<file path="config.mk">
export PLATFORM = sky130hd
export DESIGN_NAME = dcc_top
export DESIGN_NICKNAME = d
export VERILOG_FILES = /design/src/core/dcc_pkg.sv /design/src/core/dcc_change_det.sv /design/src/core/dcc_top.sv
export VERILOG_INCLUDE_DIRS = /design/src /design/src/core
export SDC_FILE = /design/constraint.sdc
export NUM_CORES = 1
export LEC_CHECK = 0
export CAP_MARGIN = 0
export CELL_PAD_IN_SITES_DETAIL_PLACEMENT = 1
export CELL_PAD_IN_SITES_GLOBAL_PLACEMENT = 1
export CORE_ASPECT_RATIO = 0.75
export CORE_MARGIN = 5
export CORE_UTILIZATION = 50
export CTS_CLUSTER_SIZE = 24
export DETAILED_ROUTE_END_ITERATION = 10
export DONT_BUFFER_PORTS = 1
export GPL_TIMING_DRIVEN = 0
export HOLD_SLACK_MARGIN = 0.15
export PLACE_DENSITY = 0.9
export SLEW_MARGIN = 20
export SYNTH_ARGS = -nofsm -noshare
export SYNTH_HDL_FRONTEND = slang
export SYNTH_SLANG_ARGS = --single-unit
</file>
<file path="constraint.sdc">
create_clock -name sys_clk_in -period 3.1 [get_ports sys_clk_in]
set_input_delay 0.155 -clock sys_clk_in [delete_from_list [all_inputs] [get_ports sys_clk_in]]
set_output_delay 0.155 -clock sys_clk_in [all_outputs]
set_load 0.01 [all_outputs]
</file>
<file path="src/core/dcc_consts.svh">
/*
  Constants of the dual comparator control block: register indices,
  field positions, reset values and the mode codes.
  Assumes inclusion by bare name; definitions only.
*/
`ifndef DCC_CONSTS_SVH
`define DCC_CONSTS_SVH

// ----------------------------------------------------------------------
// register indices (byte address is four times the index)
// ----------------------------------------------------------------------
`define DCC_IDX_PORT_DATA 8'h05
`define DCC_IDX_INT_CTRL 8'h0b
`define DCC_IDX_PERIPH_FLAGS 8'h0c
`define DCC_IDX_CMP_CTRL 8'h1f
`define DCC_IDX_PORT_DIR 8'h85
`define DCC_IDX_PERIPH_EN 8'h8c
`define DCC_IDX_VREF_CTRL 8'h9f

// ----------------------------------------------------------------------
// field positions
// ----------------------------------------------------------------------
`define DCC_BIT_GLOBAL_IRQ_EN 7
`define DCC_BIT_PERIPH_IRQ_EN 6
`define DCC_BIT_PAR_PORT 7
`define DCC_BIT_CMP_IRQ 6
`define DCC_BIT_SECOND_OUT 7
`define DCC_BIT_FIRST_OUT 6
`define DCC_BIT_INPUT_SWITCH 3
`define DCC_MODE_MSB 2
`define DCC_MODE_LSB 0
`define DCC_BIT_PIN_THREE 3
`define DCC_BIT_PIN_FOUR 4

// ----------------------------------------------------------------------
// reset values and read masks
// ----------------------------------------------------------------------
`define DCC_RST_INT_CTRL 8'h00
`define DCC_RST_PERIPH_FLAGS 8'h00
`define DCC_RST_CMP_CTRL 4'h0
`define DCC_RST_PORT_DIR 6'h3f
`define DCC_RST_PERIPH_EN 8'h00
`define DCC_RST_VREF_CTRL 8'h00
`define DCC_RST_PORT_LATCH 6'h00
`define DCC_MASK_VREF_CTRL 8'hef
`define DCC_MASK_PERIPH 8'hc0

// ----------------------------------------------------------------------
// comparator mode codes
// ----------------------------------------------------------------------
`define DCC_MODE_RESET 3'h0
`define DCC_MODE_INT_REF 3'h2
`define DCC_MODE_PIN_OUT 3'h6
`define DCC_MODE_OFF 3'h7

`endif

</file>
<file path="src/core/dcc_pkg.sv">
/*
  Types shared by the dual comparator control block.
  Assumes nothing beyond a SystemVerilog compiler.
*/
package dcc_pkg;

  // pair of comparator decisions, second comparator in the upper bit
  typedef struct packed {
    logic second;
    logic first;
  } dcc_cmp_pair_t;

  // APB request as seen by the slave
  typedef struct packed {
    logic sel;
    logic enable;
    logic write;
    logic [11:0] addr;
    logic [31:0] wdata;
  } dcc_apb_req_t;

endpackage

</file>
<file path="src/core/dcc_change_det.sv">
/*
  Change detector: synchronises both raw comparator decisions, gates
  them with the power state and compares them with a captured copy.
  Assumes the raw decisions are asynchronous to sys_clk_in.
*/
`timescale 1ns/1ps
`default_nettype none

module dcc_change_det (
  input wire logic sys_clk_in, // system clock
  input wire logic nrst_in, // synchronous reset, active low
  input wire dcc_pkg::dcc_cmp_pair_t raw_in, // raw comparator decisions
  input wire logic powered_in, // comparators active
  input wire logic capture_in, // take present state as reference
  output dcc_pkg::dcc_cmp_pair_t status_out, // synchronised, gated state
  output logic mismatch_out // state differs from reference
);
  import dcc_pkg::*;

  dcc_cmp_pair_t meta_ff;
  dcc_cmp_pair_t sync_ff;
  dcc_cmp_pair_t ref_ff;
  dcc_cmp_pair_t gated;

  // ----------------------------------------------------------------------
  // two-stage synchroniser
  // ----------------------------------------------------------------------
  // synchronise before compare
  always_ff @(posedge sys_clk_in) begin
    if (!nrst_in) begin
      meta_ff <= '0;
      sync_ff <= '0;
    end else begin
      meta_ff <= raw_in;
      sync_ff <= meta_ff;
    end
  end

  // unpowered comparators read as low
  assign gated = powered_in ? sync_ff : '0;
  assign status_out = gated;

  // ----------------------------------------------------------------------
  // reference state
  // ----------------------------------------------------------------------
  // access captures new reference
  always_ff @(posedge sys_clk_in) begin
    if (!nrst_in) begin
      ref_ff <= '0;
    end else if (capture_in) begin
      ref_ff <= gated;
    end
  end

  // either output changing is a mismatch
  assign mismatch_out = (gated != ref_ff);

endmodule

`default_nettype wire

</file>
<file path="src/core/dcc_top.sv">
/*
  Dual comparator control: APB register file, mode decode, pin routing,
  change-detect flag, interrupt request and sleep wake-up.
  Assumes the analog front end supplies raw comparator decisions that
  are asynchronous, and that port pins are asynchronous too.
*/
// The implementer's own choice: the APB register port.
`timescale 1ns/1ps
`default_nettype none

`include "dcc_consts.svh"

// Behaviour
// - output high when plus input exceeds minus
// - mode 010 puts internal reference on plus
// - outputs readable in control bits seven, six
// - mode 110 drives pins three, four raw
// - direction bits still enable pins three, four
// - analog pins read zero from port data
// - either output change sets comparator flag
// - flag at bit six, cleared by software only
// - request needs flag enable, peripheral, global enables
// - control access captures outputs, ends mismatch
// - persisting mismatch keeps setting flag each cycle
// - comparators run in sleep, change wakes device
// - wake-up leaves control register unchanged
// - mode 111 powers both comparators off
// - reset clears control, mode 000, powered down
// - control register holds outputs, switch, mode
module dcc_top (
  input wire logic sys_clk_in, // 200 MHz system clock
  input wire logic nrst_in, // synchronous reset, active low
  input wire logic psel_in, // APB select
  input wire logic penable_in, // APB enable
  input wire logic pwrite_in, // APB direction, high for write
  input wire logic [11:0] paddr_in, // APB byte address
  input wire logic [31:0] pwdata_in, // APB write data
  output logic [31:0] prdata_out, // APB read data
  output logic pready_out, // APB ready
  output logic pslverr_out, // APB error, unmapped address
  input wire dcc_pkg::dcc_cmp_pair_t cmp_raw_in, // raw analog decisions
  input wire logic sleep_in, // device is in sleep
  input wire logic [5:0] port_pin_in, // port pin levels
  output logic [5:0] port_pin_out, // port pin drive levels
  output logic [5:0] port_pin_oe_out, // port pin drive enables
  output logic irq_out, // interrupt request to cpu
  output logic wake_out, // wake request while asleep
  output logic cmp_power_out, // comparators powered
  output logic int_ref_sel_out, // internal reference to plus inputs
  output logic [2:0] cmp_mode_out, // mode to analog muxes
  output logic input_switch_out, // input switch to analog muxes
  output logic [7:0] vref_ctrl_out // reference ladder control
);
  import dcc_pkg::*;

  // ----------------------------------------------------------------------
  // declarations
  // ----------------------------------------------------------------------
  dcc_apb_req_t req;
  logic [7:0] idx;
  logic mapped;
  logic setup_phase;
  logic access_done;
  logic wr_done;
  logic [7:0] wbyte;
  logic [7:0] rd_byte;

  logic [7:0] int_ctrl_ff;
  logic [7:0] periph_en_ff;
  logic [7:0] vref_ctrl_ff;
  logic [5:0] port_dir_ff;
  logic [5:0] port_latch_ff;
  logic input_switch_ff;
  logic [2:0] cmp_mode_ff;
  logic cmp_flag_ff;
  logic par_flag_ff;

  logic [5:0] pin_meta_ff;
  logic [5:0] pin_sync_ff;
  logic [5:0] analog_mask;
  logic [5:0] pin_read;

  logic cmp_powered;
  logic cmp_capture;
  dcc_cmp_pair_t cmp_status;
  logic cmp_mismatch;
  logic [7:0] cmp_ctrl_rd;

  logic [31:0] prdata_ff;
  logic pready_ff;
  logic pslverr_ff;
  logic irq_ff;
  logic wake_ff;
  logic power_ff;
  logic int_ref_ff;
  logic [5:0] pin_oe_ff;
  logic [5:0] pin_drv_ff;

  // ----------------------------------------------------------------------
  // APB decode
  // ----------------------------------------------------------------------
  assign req = '{sel: psel_in, enable: penable_in, write: pwrite_in,
                 addr: paddr_in, wdata: pwdata_in};
  assign idx = req.addr[9:2];
  assign setup_phase = req.sel && !req.enable;
  assign access_done = req.sel && req.enable && pready_ff;
  assign wr_done = access_done && req.write && !pslverr_ff;
  assign wbyte = req.wdata[7:0];
  assign mapped = (req.addr[11:10] == 2'b00) && (req.addr[1:0] == 2'b00) &&
                  (idx inside {`DCC_IDX_PORT_DATA, `DCC_IDX_INT_CTRL,
                               `DCC_IDX_PERIPH_FLAGS, `DCC_IDX_CMP_CTRL,
                               `DCC_IDX_PORT_DIR, `DCC_IDX_PERIPH_EN,
                               `DCC_IDX_VREF_CTRL});

  // ----------------------------------------------------------------------
  // comparator power and change detection
  // ----------------------------------------------------------------------
  // mode 111 powers comparators off
  // reset mode keeps them powered down
  assign cmp_powered = (cmp_mode_ff != `DCC_MODE_OFF) &&
                       (cmp_mode_ff != `DCC_MODE_RESET);

  // any read or write of control register
  assign cmp_capture = access_done && !pslverr_ff &&
                       (idx == `DCC_IDX_CMP_CTRL);

  dcc_change_det u_change_det (
    .sys_clk_in(sys_clk_in),
    .nrst_in(nrst_in),
    .raw_in(cmp_raw_in),
    .powered_in(cmp_powered),
    .capture_in(cmp_capture),
    .status_out(cmp_status),
    .mismatch_out(cmp_mismatch)
  );

  // status bits on top of control register
  always_comb begin
    cmp_ctrl_rd = 8'h00;
    cmp_ctrl_rd[`DCC_BIT_SECOND_OUT] = cmp_status.second;
    cmp_ctrl_rd[`DCC_BIT_FIRST_OUT] = cmp_status.first;
    cmp_ctrl_rd[`DCC_BIT_INPUT_SWITCH] = input_switch_ff;
    cmp_ctrl_rd[`DCC_MODE_MSB:`DCC_MODE_LSB] = cmp_mode_ff;
  end

  // ----------------------------------------------------------------------
  // port pins
  // ----------------------------------------------------------------------
  always_ff @(posedge sys_clk_in) begin
    if (!nrst_in) begin
      pin_meta_ff <= 6'h00;
      pin_sync_ff <= 6'h00;
    end else begin
      pin_meta_ff <= port_pin_in;
      pin_sync_ff <= pin_meta_ff;
    end
  end

  // pins taken as analog inputs in each mode
  always_comb begin
    case (cmp_mode_ff)
      3'h0, 3'h1, 3'h2: analog_mask = 6'h0f;
      3'h3, 3'h6: analog_mask = 6'h07;
      3'h4: analog_mask = 6'h0b;
      3'h5: analog_mask = 6'h06;
      default: analog_mask = 6'h00;
    endcase
  end

  assign pin_read = pin_sync_ff & ~analog_mask;

  // ----------------------------------------------------------------------
  // read mux
  // ----------------------------------------------------------------------
  always_comb begin
    case (idx)
      `DCC_IDX_PORT_DATA: rd_byte = {2'b00, pin_read};
      `DCC_IDX_INT_CTRL: rd_byte = int_ctrl_ff;
      `DCC_IDX_PERIPH_FLAGS: rd_byte = {par_flag_ff, cmp_flag_ff, 6'h00};
      `DCC_IDX_CMP_CTRL: rd_byte = cmp_ctrl_rd;
      `DCC_IDX_PORT_DIR: rd_byte = {2'b00, port_dir_ff};
      `DCC_IDX_PERIPH_EN: rd_byte = periph_en_ff & `DCC_MASK_PERIPH;
      `DCC_IDX_VREF_CTRL: rd_byte = vref_ctrl_ff & `DCC_MASK_VREF_CTRL;
      default: rd_byte = 8'h00;
    endcase
  end

  // ----------------------------------------------------------------------
  // APB answer, one wait-free access phase
  // ----------------------------------------------------------------------
  always_ff @(posedge sys_clk_in) begin
    if (!nrst_in) begin
      pready_ff <= 1'b0;
      pslverr_ff <= 1'b0;
      prdata_ff <= 32'h0000_0000;
    end else if (setup_phase) begin
      pready_ff <= 1'b1;
      pslverr_ff <= !mapped;
      prdata_ff <= (mapped && !req.write) ? {24'h00_0000, rd_byte} :
                   32'h0000_0000;
    end else begin
      pready_ff <= 1'b0;
      pslverr_ff <= 1'b0;
    end
  end

  // ----------------------------------------------------------------------
  // control registers
  // ----------------------------------------------------------------------
  // reset clears control register to mode 000
  // sleep and wake never touch it
  always_ff @(posedge sys_clk_in) begin
    if (!nrst_in) begin
      input_switch_ff <= 1'(`DCC_RST_CMP_CTRL >> `DCC_BIT_INPUT_SWITCH);
      cmp_mode_ff <= 3'(`DCC_RST_CMP_CTRL);
    end else if (wr_done && (idx == `DCC_IDX_CMP_CTRL)) begin
      input_switch_ff <= wbyte[`DCC_BIT_INPUT_SWITCH];
      cmp_mode_ff <= wbyte[`DCC_MODE_MSB:`DCC_MODE_LSB];
    end
  end

  always_ff @(posedge sys_clk_in) begin
    if (!nrst_in) begin
      int_ctrl_ff <= `DCC_RST_INT_CTRL;
    end else if (wr_done && (idx == `DCC_IDX_INT_CTRL)) begin
      int_ctrl_ff <= wbyte;
    end
  end

  always_ff @(posedge sys_clk_in) begin
    if (!nrst_in) begin
      periph_en_ff <= `DCC_RST_PERIPH_EN;
    end else if (wr_done && (idx == `DCC_IDX_PERIPH_EN)) begin
      periph_en_ff <= wbyte & `DCC_MASK_PERIPH;
    end
  end

  always_ff @(posedge sys_clk_in) begin
    if (!nrst_in) begin
      vref_ctrl_ff <= `DCC_RST_VREF_CTRL;
    end else if (wr_done && (idx == `DCC_IDX_VREF_CTRL)) begin
      vref_ctrl_ff <= wbyte & `DCC_MASK_VREF_CTRL;
    end
  end

  always_ff @(posedge sys_clk_in) begin
    if (!nrst_in) begin
      port_dir_ff <= `DCC_RST_PORT_DIR;
    end else if (wr_done && (idx == `DCC_IDX_PORT_DIR)) begin
      port_dir_ff <= wbyte[5:0];
    end
  end

  always_ff @(posedge sys_clk_in) begin
    if (!nrst_in) begin
      port_latch_ff <= `DCC_RST_PORT_LATCH;
    end else if (wr_done && (idx == `DCC_IDX_PORT_DATA)) begin
      port_latch_ff <= wbyte[5:0];
    end
  end

  // ----------------------------------------------------------------------
  // flags
  // ----------------------------------------------------------------------
  // change sets flag
  // set every cycle while mismatch lasts, set wins
  // only a software write clears it
  always_ff @(posedge sys_clk_in) begin
    if (!nrst_in) begin
      cmp_flag_ff <= 1'(`DCC_RST_PERIPH_FLAGS >> `DCC_BIT_CMP_IRQ);
    end else if (cmp_mismatch) begin
      cmp_flag_ff <= 1'b1;
    end else if (wr_done && (idx == `DCC_IDX_PERIPH_FLAGS)) begin
      cmp_flag_ff <= wbyte[`DCC_BIT_CMP_IRQ];
    end
  end

  // parallel port flag is plain storage here
  always_ff @(posedge sys_clk_in) begin
    if (!nrst_in) begin
      par_flag_ff <= 1'(`DCC_RST_PERIPH_FLAGS >> `DCC_BIT_PAR_PORT);
    end else if (wr_done && (idx == `DCC_IDX_PERIPH_FLAGS)) begin
      par_flag_ff <= wbyte[`DCC_BIT_PAR_PORT];
    end
  end

  // ----------------------------------------------------------------------
  // interrupt and wake-up
  // ----------------------------------------------------------------------
  // all three enables needed
  always_ff @(posedge sys_clk_in) begin
    if (!nrst_in) begin
      irq_ff <= 1'b0;
    end else begin
      irq_ff <= cmp_flag_ff && periph_en_ff[`DCC_BIT_CMP_IRQ] &&
                int_ctrl_ff[`DCC_BIT_PERIPH_IRQ_EN] &&
                int_ctrl_ff[`DCC_BIT_GLOBAL_IRQ_EN];
    end
  end

  always_ff @(posedge sys_clk_in) begin
    if (!nrst_in) begin
      wake_ff <= 1'b0;
    end else begin
      wake_ff <= sleep_in && cmp_flag_ff &&
                 periph_en_ff[`DCC_BIT_CMP_IRQ] &&
                 int_ctrl_ff[`DCC_BIT_PERIPH_IRQ_EN];
    end
  end

  // ----------------------------------------------------------------------
  // analog controls and pin drive
  // ----------------------------------------------------------------------
  // powered down during reset
  always_ff @(posedge sys_clk_in) begin
    if (!nrst_in) begin
      power_ff <= 1'b0;
      int_ref_ff <= 1'b0;
    end else begin
      power_ff <= cmp_powered;
      int_ref_ff <= (cmp_mode_ff == `DCC_MODE_INT_REF);
    end
  end

  always_ff @(posedge sys_clk_in) begin
    if (!nrst_in) begin
      pin_oe_ff <= ~`DCC_RST_PORT_DIR;
      pin_drv_ff <= `DCC_RST_PORT_LATCH;
    end else begin
      pin_oe_ff <= ~port_dir_ff;
      pin_drv_ff <= port_latch_ff;
    end
  end

  // raw comparator decisions bypass all flops
  // raw high means plus input above minus
  always_comb begin
    port_pin_out = pin_drv_ff;
    if (cmp_mode_ff == `DCC_MODE_PIN_OUT) begin
      port_pin_out[`DCC_BIT_PIN_THREE] = cmp_raw_in.first;
      port_pin_out[`DCC_BIT_PIN_FOUR] = cmp_raw_in.second;
    end
  end

  // ----------------------------------------------------------------------
  // outputs
  // ----------------------------------------------------------------------
  assign prdata_out = prdata_ff;
  assign pready_out = pready_ff;
  assign pslverr_out = pslverr_ff;
  assign irq_out = irq_ff;
  assign wake_out = wake_ff;
  assign cmp_power_out = power_ff;
  assign int_ref_sel_out = int_ref_ff;
  assign cmp_mode_out = cmp_mode_ff;
  assign input_switch_out = input_switch_ff;
  assign vref_ctrl_out = vref_ctrl_ff;
  assign port_pin_oe_out = pin_oe_ff;

endmodule

`default_nettype wire

</file>
==> impl_metrics.env <==
export IMPL_hp_start="pwrite_in"
export IMPL_slew_headroom=0.4358
export IMPL_core_sq_mm=0.006766
export IMPL_r2r_cells=6
export IMPL_synthTopCellsByArea="dfxtp_1 (46%), buf_4 (6.7%), and2_1 (4.7%)"
export IMPL_cts_root_buf="clkbuf_8"
export IMPL_power_mw=2.013
export IMPL_grt_overflow_total=0
export IMPL_power_density_mw_per_mm2=490.0
export IMPL_cts_setup_buffers=0
export IMPL_antenna_found_initial=1
export IMPL_cts_max_path_buffers=2
export IMPL_hold_viol_final=0
export IMPL_r2r_start="cmp_mode_out[1]"
export IMPL_setup_viol=0
export IMPL_grt_max_degree=13
export IMPL_cts_clk_slew_worst_paths_ns=0.08
export IMPL_synth_top_area_cell="dfxtp_1"
export IMPL_track_usage=0.2714
export IMPL_period_minus_slack_ns=2.279
export IMPL_wl_per_cell_um=22.52
export IMPL_holdWs_ns=0.1915
export IMPL_clock_sinks=79
export IMPL_seq_area_frac_synth=0.4570
export IMPL_reg2reg_to="cmp_flag_ff"
export IMPL_dpl_cell_area_sq_mm=0.003656
export IMPL_cts_tree="yes"
export IMPL_synthAdderAreaFrac=0
export IMPL_chipWidth_um=106.1
export IMPL_io_pins=120
export IMPL_synth_compound_area_frac=0.1110
export IMPL_status="finished, final reports clean"
export IMPL_worst_pin_slew_ns=0.8388
export IMPL_die_y_um=82.05
export IMPL_layout_nets=477
export IMPL_synth_warnings=0
export IMPL_cp_arrival_ns=2.52
export IMPL_fin_area_sq_mm=0.004108
export IMPL_fin_crit_sh=0.7353
export IMPL_grt_pass1_vias=3118
export IMPL_cpLargestDelayFamily="buffers and inverters"
export IMPL_drive_above_1_share=0.1659
export IMPL_critPathMaxStageDelay_ns=0.59
export IMPL_crit_required_ns=3.34
export IMPL_first_pass_iters=4
export IMPL_drc_errors=0
export IMPL_synth_edf_count=0
export IMPL_startpoint_type="input pin"
export IMPL_syn2layout_area_growth_pct=18.69
export IMPL_gp_congestion=0.8262
export IMPL_vias_per_cell=5.811
export IMPL_cpMostUsedCell="dlygate4sd3_1"
export IMPL_regArea_sq_mm=0.001582
export IMPL_end_kind="flop"
export IMPL_via_count=2946
export IMPL_rsz0062_at_grt="no"
export IMPL_synthArstFlopShare=0
export IMPL_synth_top_area_frac=0.4570
export IMPL_dp_hpwl_mm=6.892
export IMPL_yosysUniqueCellTypes=48
export IMPL_numCtsBuffers=9
export IMPL_numPortBuffers=0
export IMPL_slowest_stage="dlygate4sd3_1"
export IMPL_clk_latency_ns=0.35
export IMPL_multi_input_area_sq_mm=0.001630
export IMPL_drt_initial_drc_count=262
export IMPL_synth_xor_area_share=0.005061
export IMPL_drt_wl_total_mm=11.42
export IMPL_fillers=756
export IMPL_crit_buf_inv=3
export IMPL_ys_seq_elements=79
export IMPL_fin_util=0.6071
export IMPL_drv_slew=0
export IMPL_ir_drop_uv=205.0
export IMPL_syn_cell_area_sq_mm=0.003461
export IMPL_path_max_fanout=2
export IMPL_die_area_sq_mm=0.008703
export IMPL_max_cap_viol_count=0
export IMPL_fmax_ghz=0.4387
export IMPL_grt_first_pass_wirelength_mm=17.82
export IMPL_skew_ns=0.009087
export IMPL_leakage_nw=1.706
export IMPL_antenna_left=0
export IMPL_hold_path_class="input pin to flop"
export IMPL_synthCells=361
export IMPL_rows=26
export IMPL_yosys_area_share_simple=0.2654
export IMPL_synthMuxAreaShare=0.06255
export IMPL_ys_flop_type="dfxtp_1"
export IMPL_fin_tns_setup_ns=0
export IMPL_r2r_slack_ns=1.03
export IMPL_whs_endpoint="prdata_out[0]"
export IMPL_hold_depth=3
export IMPL_synth_top_family_by_area="simple AND/OR/NAND/NOR gates"
export IMPL_crit_path_cell_trace="dlygate4sd3_1 -> or4_1 -> dlygate4sd3_1 -> a21oi_1 -> dlygate4sd3_1 -> nor2_1"
export IMPL_htree_levels=3
export IMPL_synth_area_per_cell_sq_um=9.587
export IMPL_initial_utilization=0.5115
export IMPL_crit_type="input pin to flop"
-- where the power goes --
| group | switching (mW) | internal (mW) | total (mW) |
|---|---|---|---|
| clock network | 0.361 | 0.489 | 0.850 |
| registers | 0.00537 | 1.02 | 1.03 |
| logic | 0.0700 | 0.0631 | 0.133 |
-- metal layers --
| metal | routed length [um] | track usage |
|---|---|---|
| met1 | 4520 | 0.3154 |
| met2 | 5482 | 0.4663 |
| met3 | 1024 | 0.08484 |
| met4 | 391 | 0.1229 |
| met5 | 0 | 0 |
-- area by class of cell --
class | count | share of cell area
multi-input cells | 254 | 0.3969
clock buffers | 11 | 0.03686
repair buffers | 23 | 0.05605
diodes | 1 | 0.0006092
clock inverters | 3 | 0.01645
inverters | 4 | 0.003655
flip-flops and latches | 79 | 0.3850
plain buffers | 48 | 0.07889
well taps | 84 | 0.02559
-- layout by cell type (no fill, tap or decap), types with 2 or more instances in the layout --
| master | netlist | final |
|---|---|---|
| nand4_1 | 5 | 5 |
| and4bb_2 | 2 | 2 |
| a21boi_0 | 15 | 15 |
| and3_2 | 2 | 2 |
| clkbuf_8 | 0 | 11 |
| dfxtp_1 | 79 | 79 |
| o21a_1 | 2 | 2 |
| bufinv_16 | 0 | 2 |
| a32o_1 | 4 | 4 |
| dlygate4sd3_1 | 0 | 23 |
| mux2_2 | 5 | 5 |
| and2_1 | 26 | 26 |
| and3_1 | 5 | 5 |
| nor3_1 | 3 | 3 |
| buf_4 | 31 | 31 |
| nand2_1 | 36 | 36 |
| inv_1 | 4 | 4 |
| o21ai_1 | 4 | 4 |
| o21ai_0 | 8 | 8 |
| conb_1 | 1 | 25 |
| xnor2_1 | 2 | 2 |
| a21oi_1 | 2 | 2 |
| and4b_1 | 2 | 2 |
| clkbuf_1 | 10 | 10 |
| nor2_1 | 7 | 7 |
| nor2b_1 | 23 | 23 |
| buf_6 | 3 | 3 |
| buf_2 | 4 | 4 |
| a22o_1 | 7 | 7 |
| nand3_1 | 29 | 29 |
| a22oi_1 | 5 | 5 |
| mux2i_1 | 16 | 16 |
-- logic make-up after synthesis --
kind of cell | Yosys count
muxes | 21
xor gates and xnor gates | 2
AOI/OAI and AO/OA | 53
and+or+nand+nor | 153
DFF | 79
buffers and inverters | 52
other | 1
-- Yosys cell counts (2+ instances only) --
library cell,count
buf_4,31
a22oi_1,5
and3_2,2
nand2_1,36
buf_2,4
nor2_1,7
o21ai_1,4
mux2i_1,16
dfxtp_1,79
mux2_2,5
and2_1,26
o21ai_0,8
a21boi_0,15
nand3_1,29
and4b_1,2
nor2b_1,23
nor3_1,3
buf_6,3
clkbuf_1,10
and3_1,5
a22o_1,7
and4bb_2,2
nand4_1,5
inv_1,4
a21oi_1,2
o21a_1,2
xnor2_1,2
a32o_1,4
-- stage by stage --
step           setup WS [ns]  cells
2_1_floorplan          1.617    385
3_3_place_gp           1.343    469
3_5_place_dp           1.206    469
4_1_cts               0.9191    506
5_1_grt               0.7843    507
6_report              0.8206    507
-- repair_timing --
item | 4_1_cts | 5_1_grt
hold endpoints to repair | 46 | 0
gates resized for setup | 0 | 0
hold buffers | 23 | 0
-- how the worst max path moves through the flow --
stage	startpoint	to	slack, ns	cells past startpoint
final	paddr_in[0]	pslverr_out	0.82	6
after global routing	paddr_in[0]	pslverr_out	0.78	6
after floorplan	pslverr_out	cmp_mode_out[0]	1.62	6
after CTS	paddr_in[0]	pslverr_out	0.92	6
after global placement	cmp_mode_out[1]	cmp_flag_ff	1.34	6
after detailed placement	cmp_mode_out[1]	cmp_flag_ff	1.21	6
-- sequential cells by signal, summed over array words and instances (netlist names), 2 cells and up --
signal	count
u_change_det.sync_ff	2
pin_meta_ff	6
port_latch_ff	6
u_change_det.ref_ff	2
pin_drv_ff	6
port_dir_ff	6
port_pin_oe_out	6
int_ctrl_ff	8
pin_sync_ff	6
vref_ctrl_out	7
u_change_det.meta_ff	2
cmp_mode_out	3
prdata_out	8
periph_en_ff	2
-- worst register-to-register path: stages (launching register included) --
cell and delay (ns):
dfxtp_1 0.40, clkbuf_1 0.43, nor3_1 0.11, nor2_1 0.42, o21ai_0 0.19, a22o_1 0.28, a21boi_0 0.16
No activity file was read; power rests on OpenSTA's default activity.
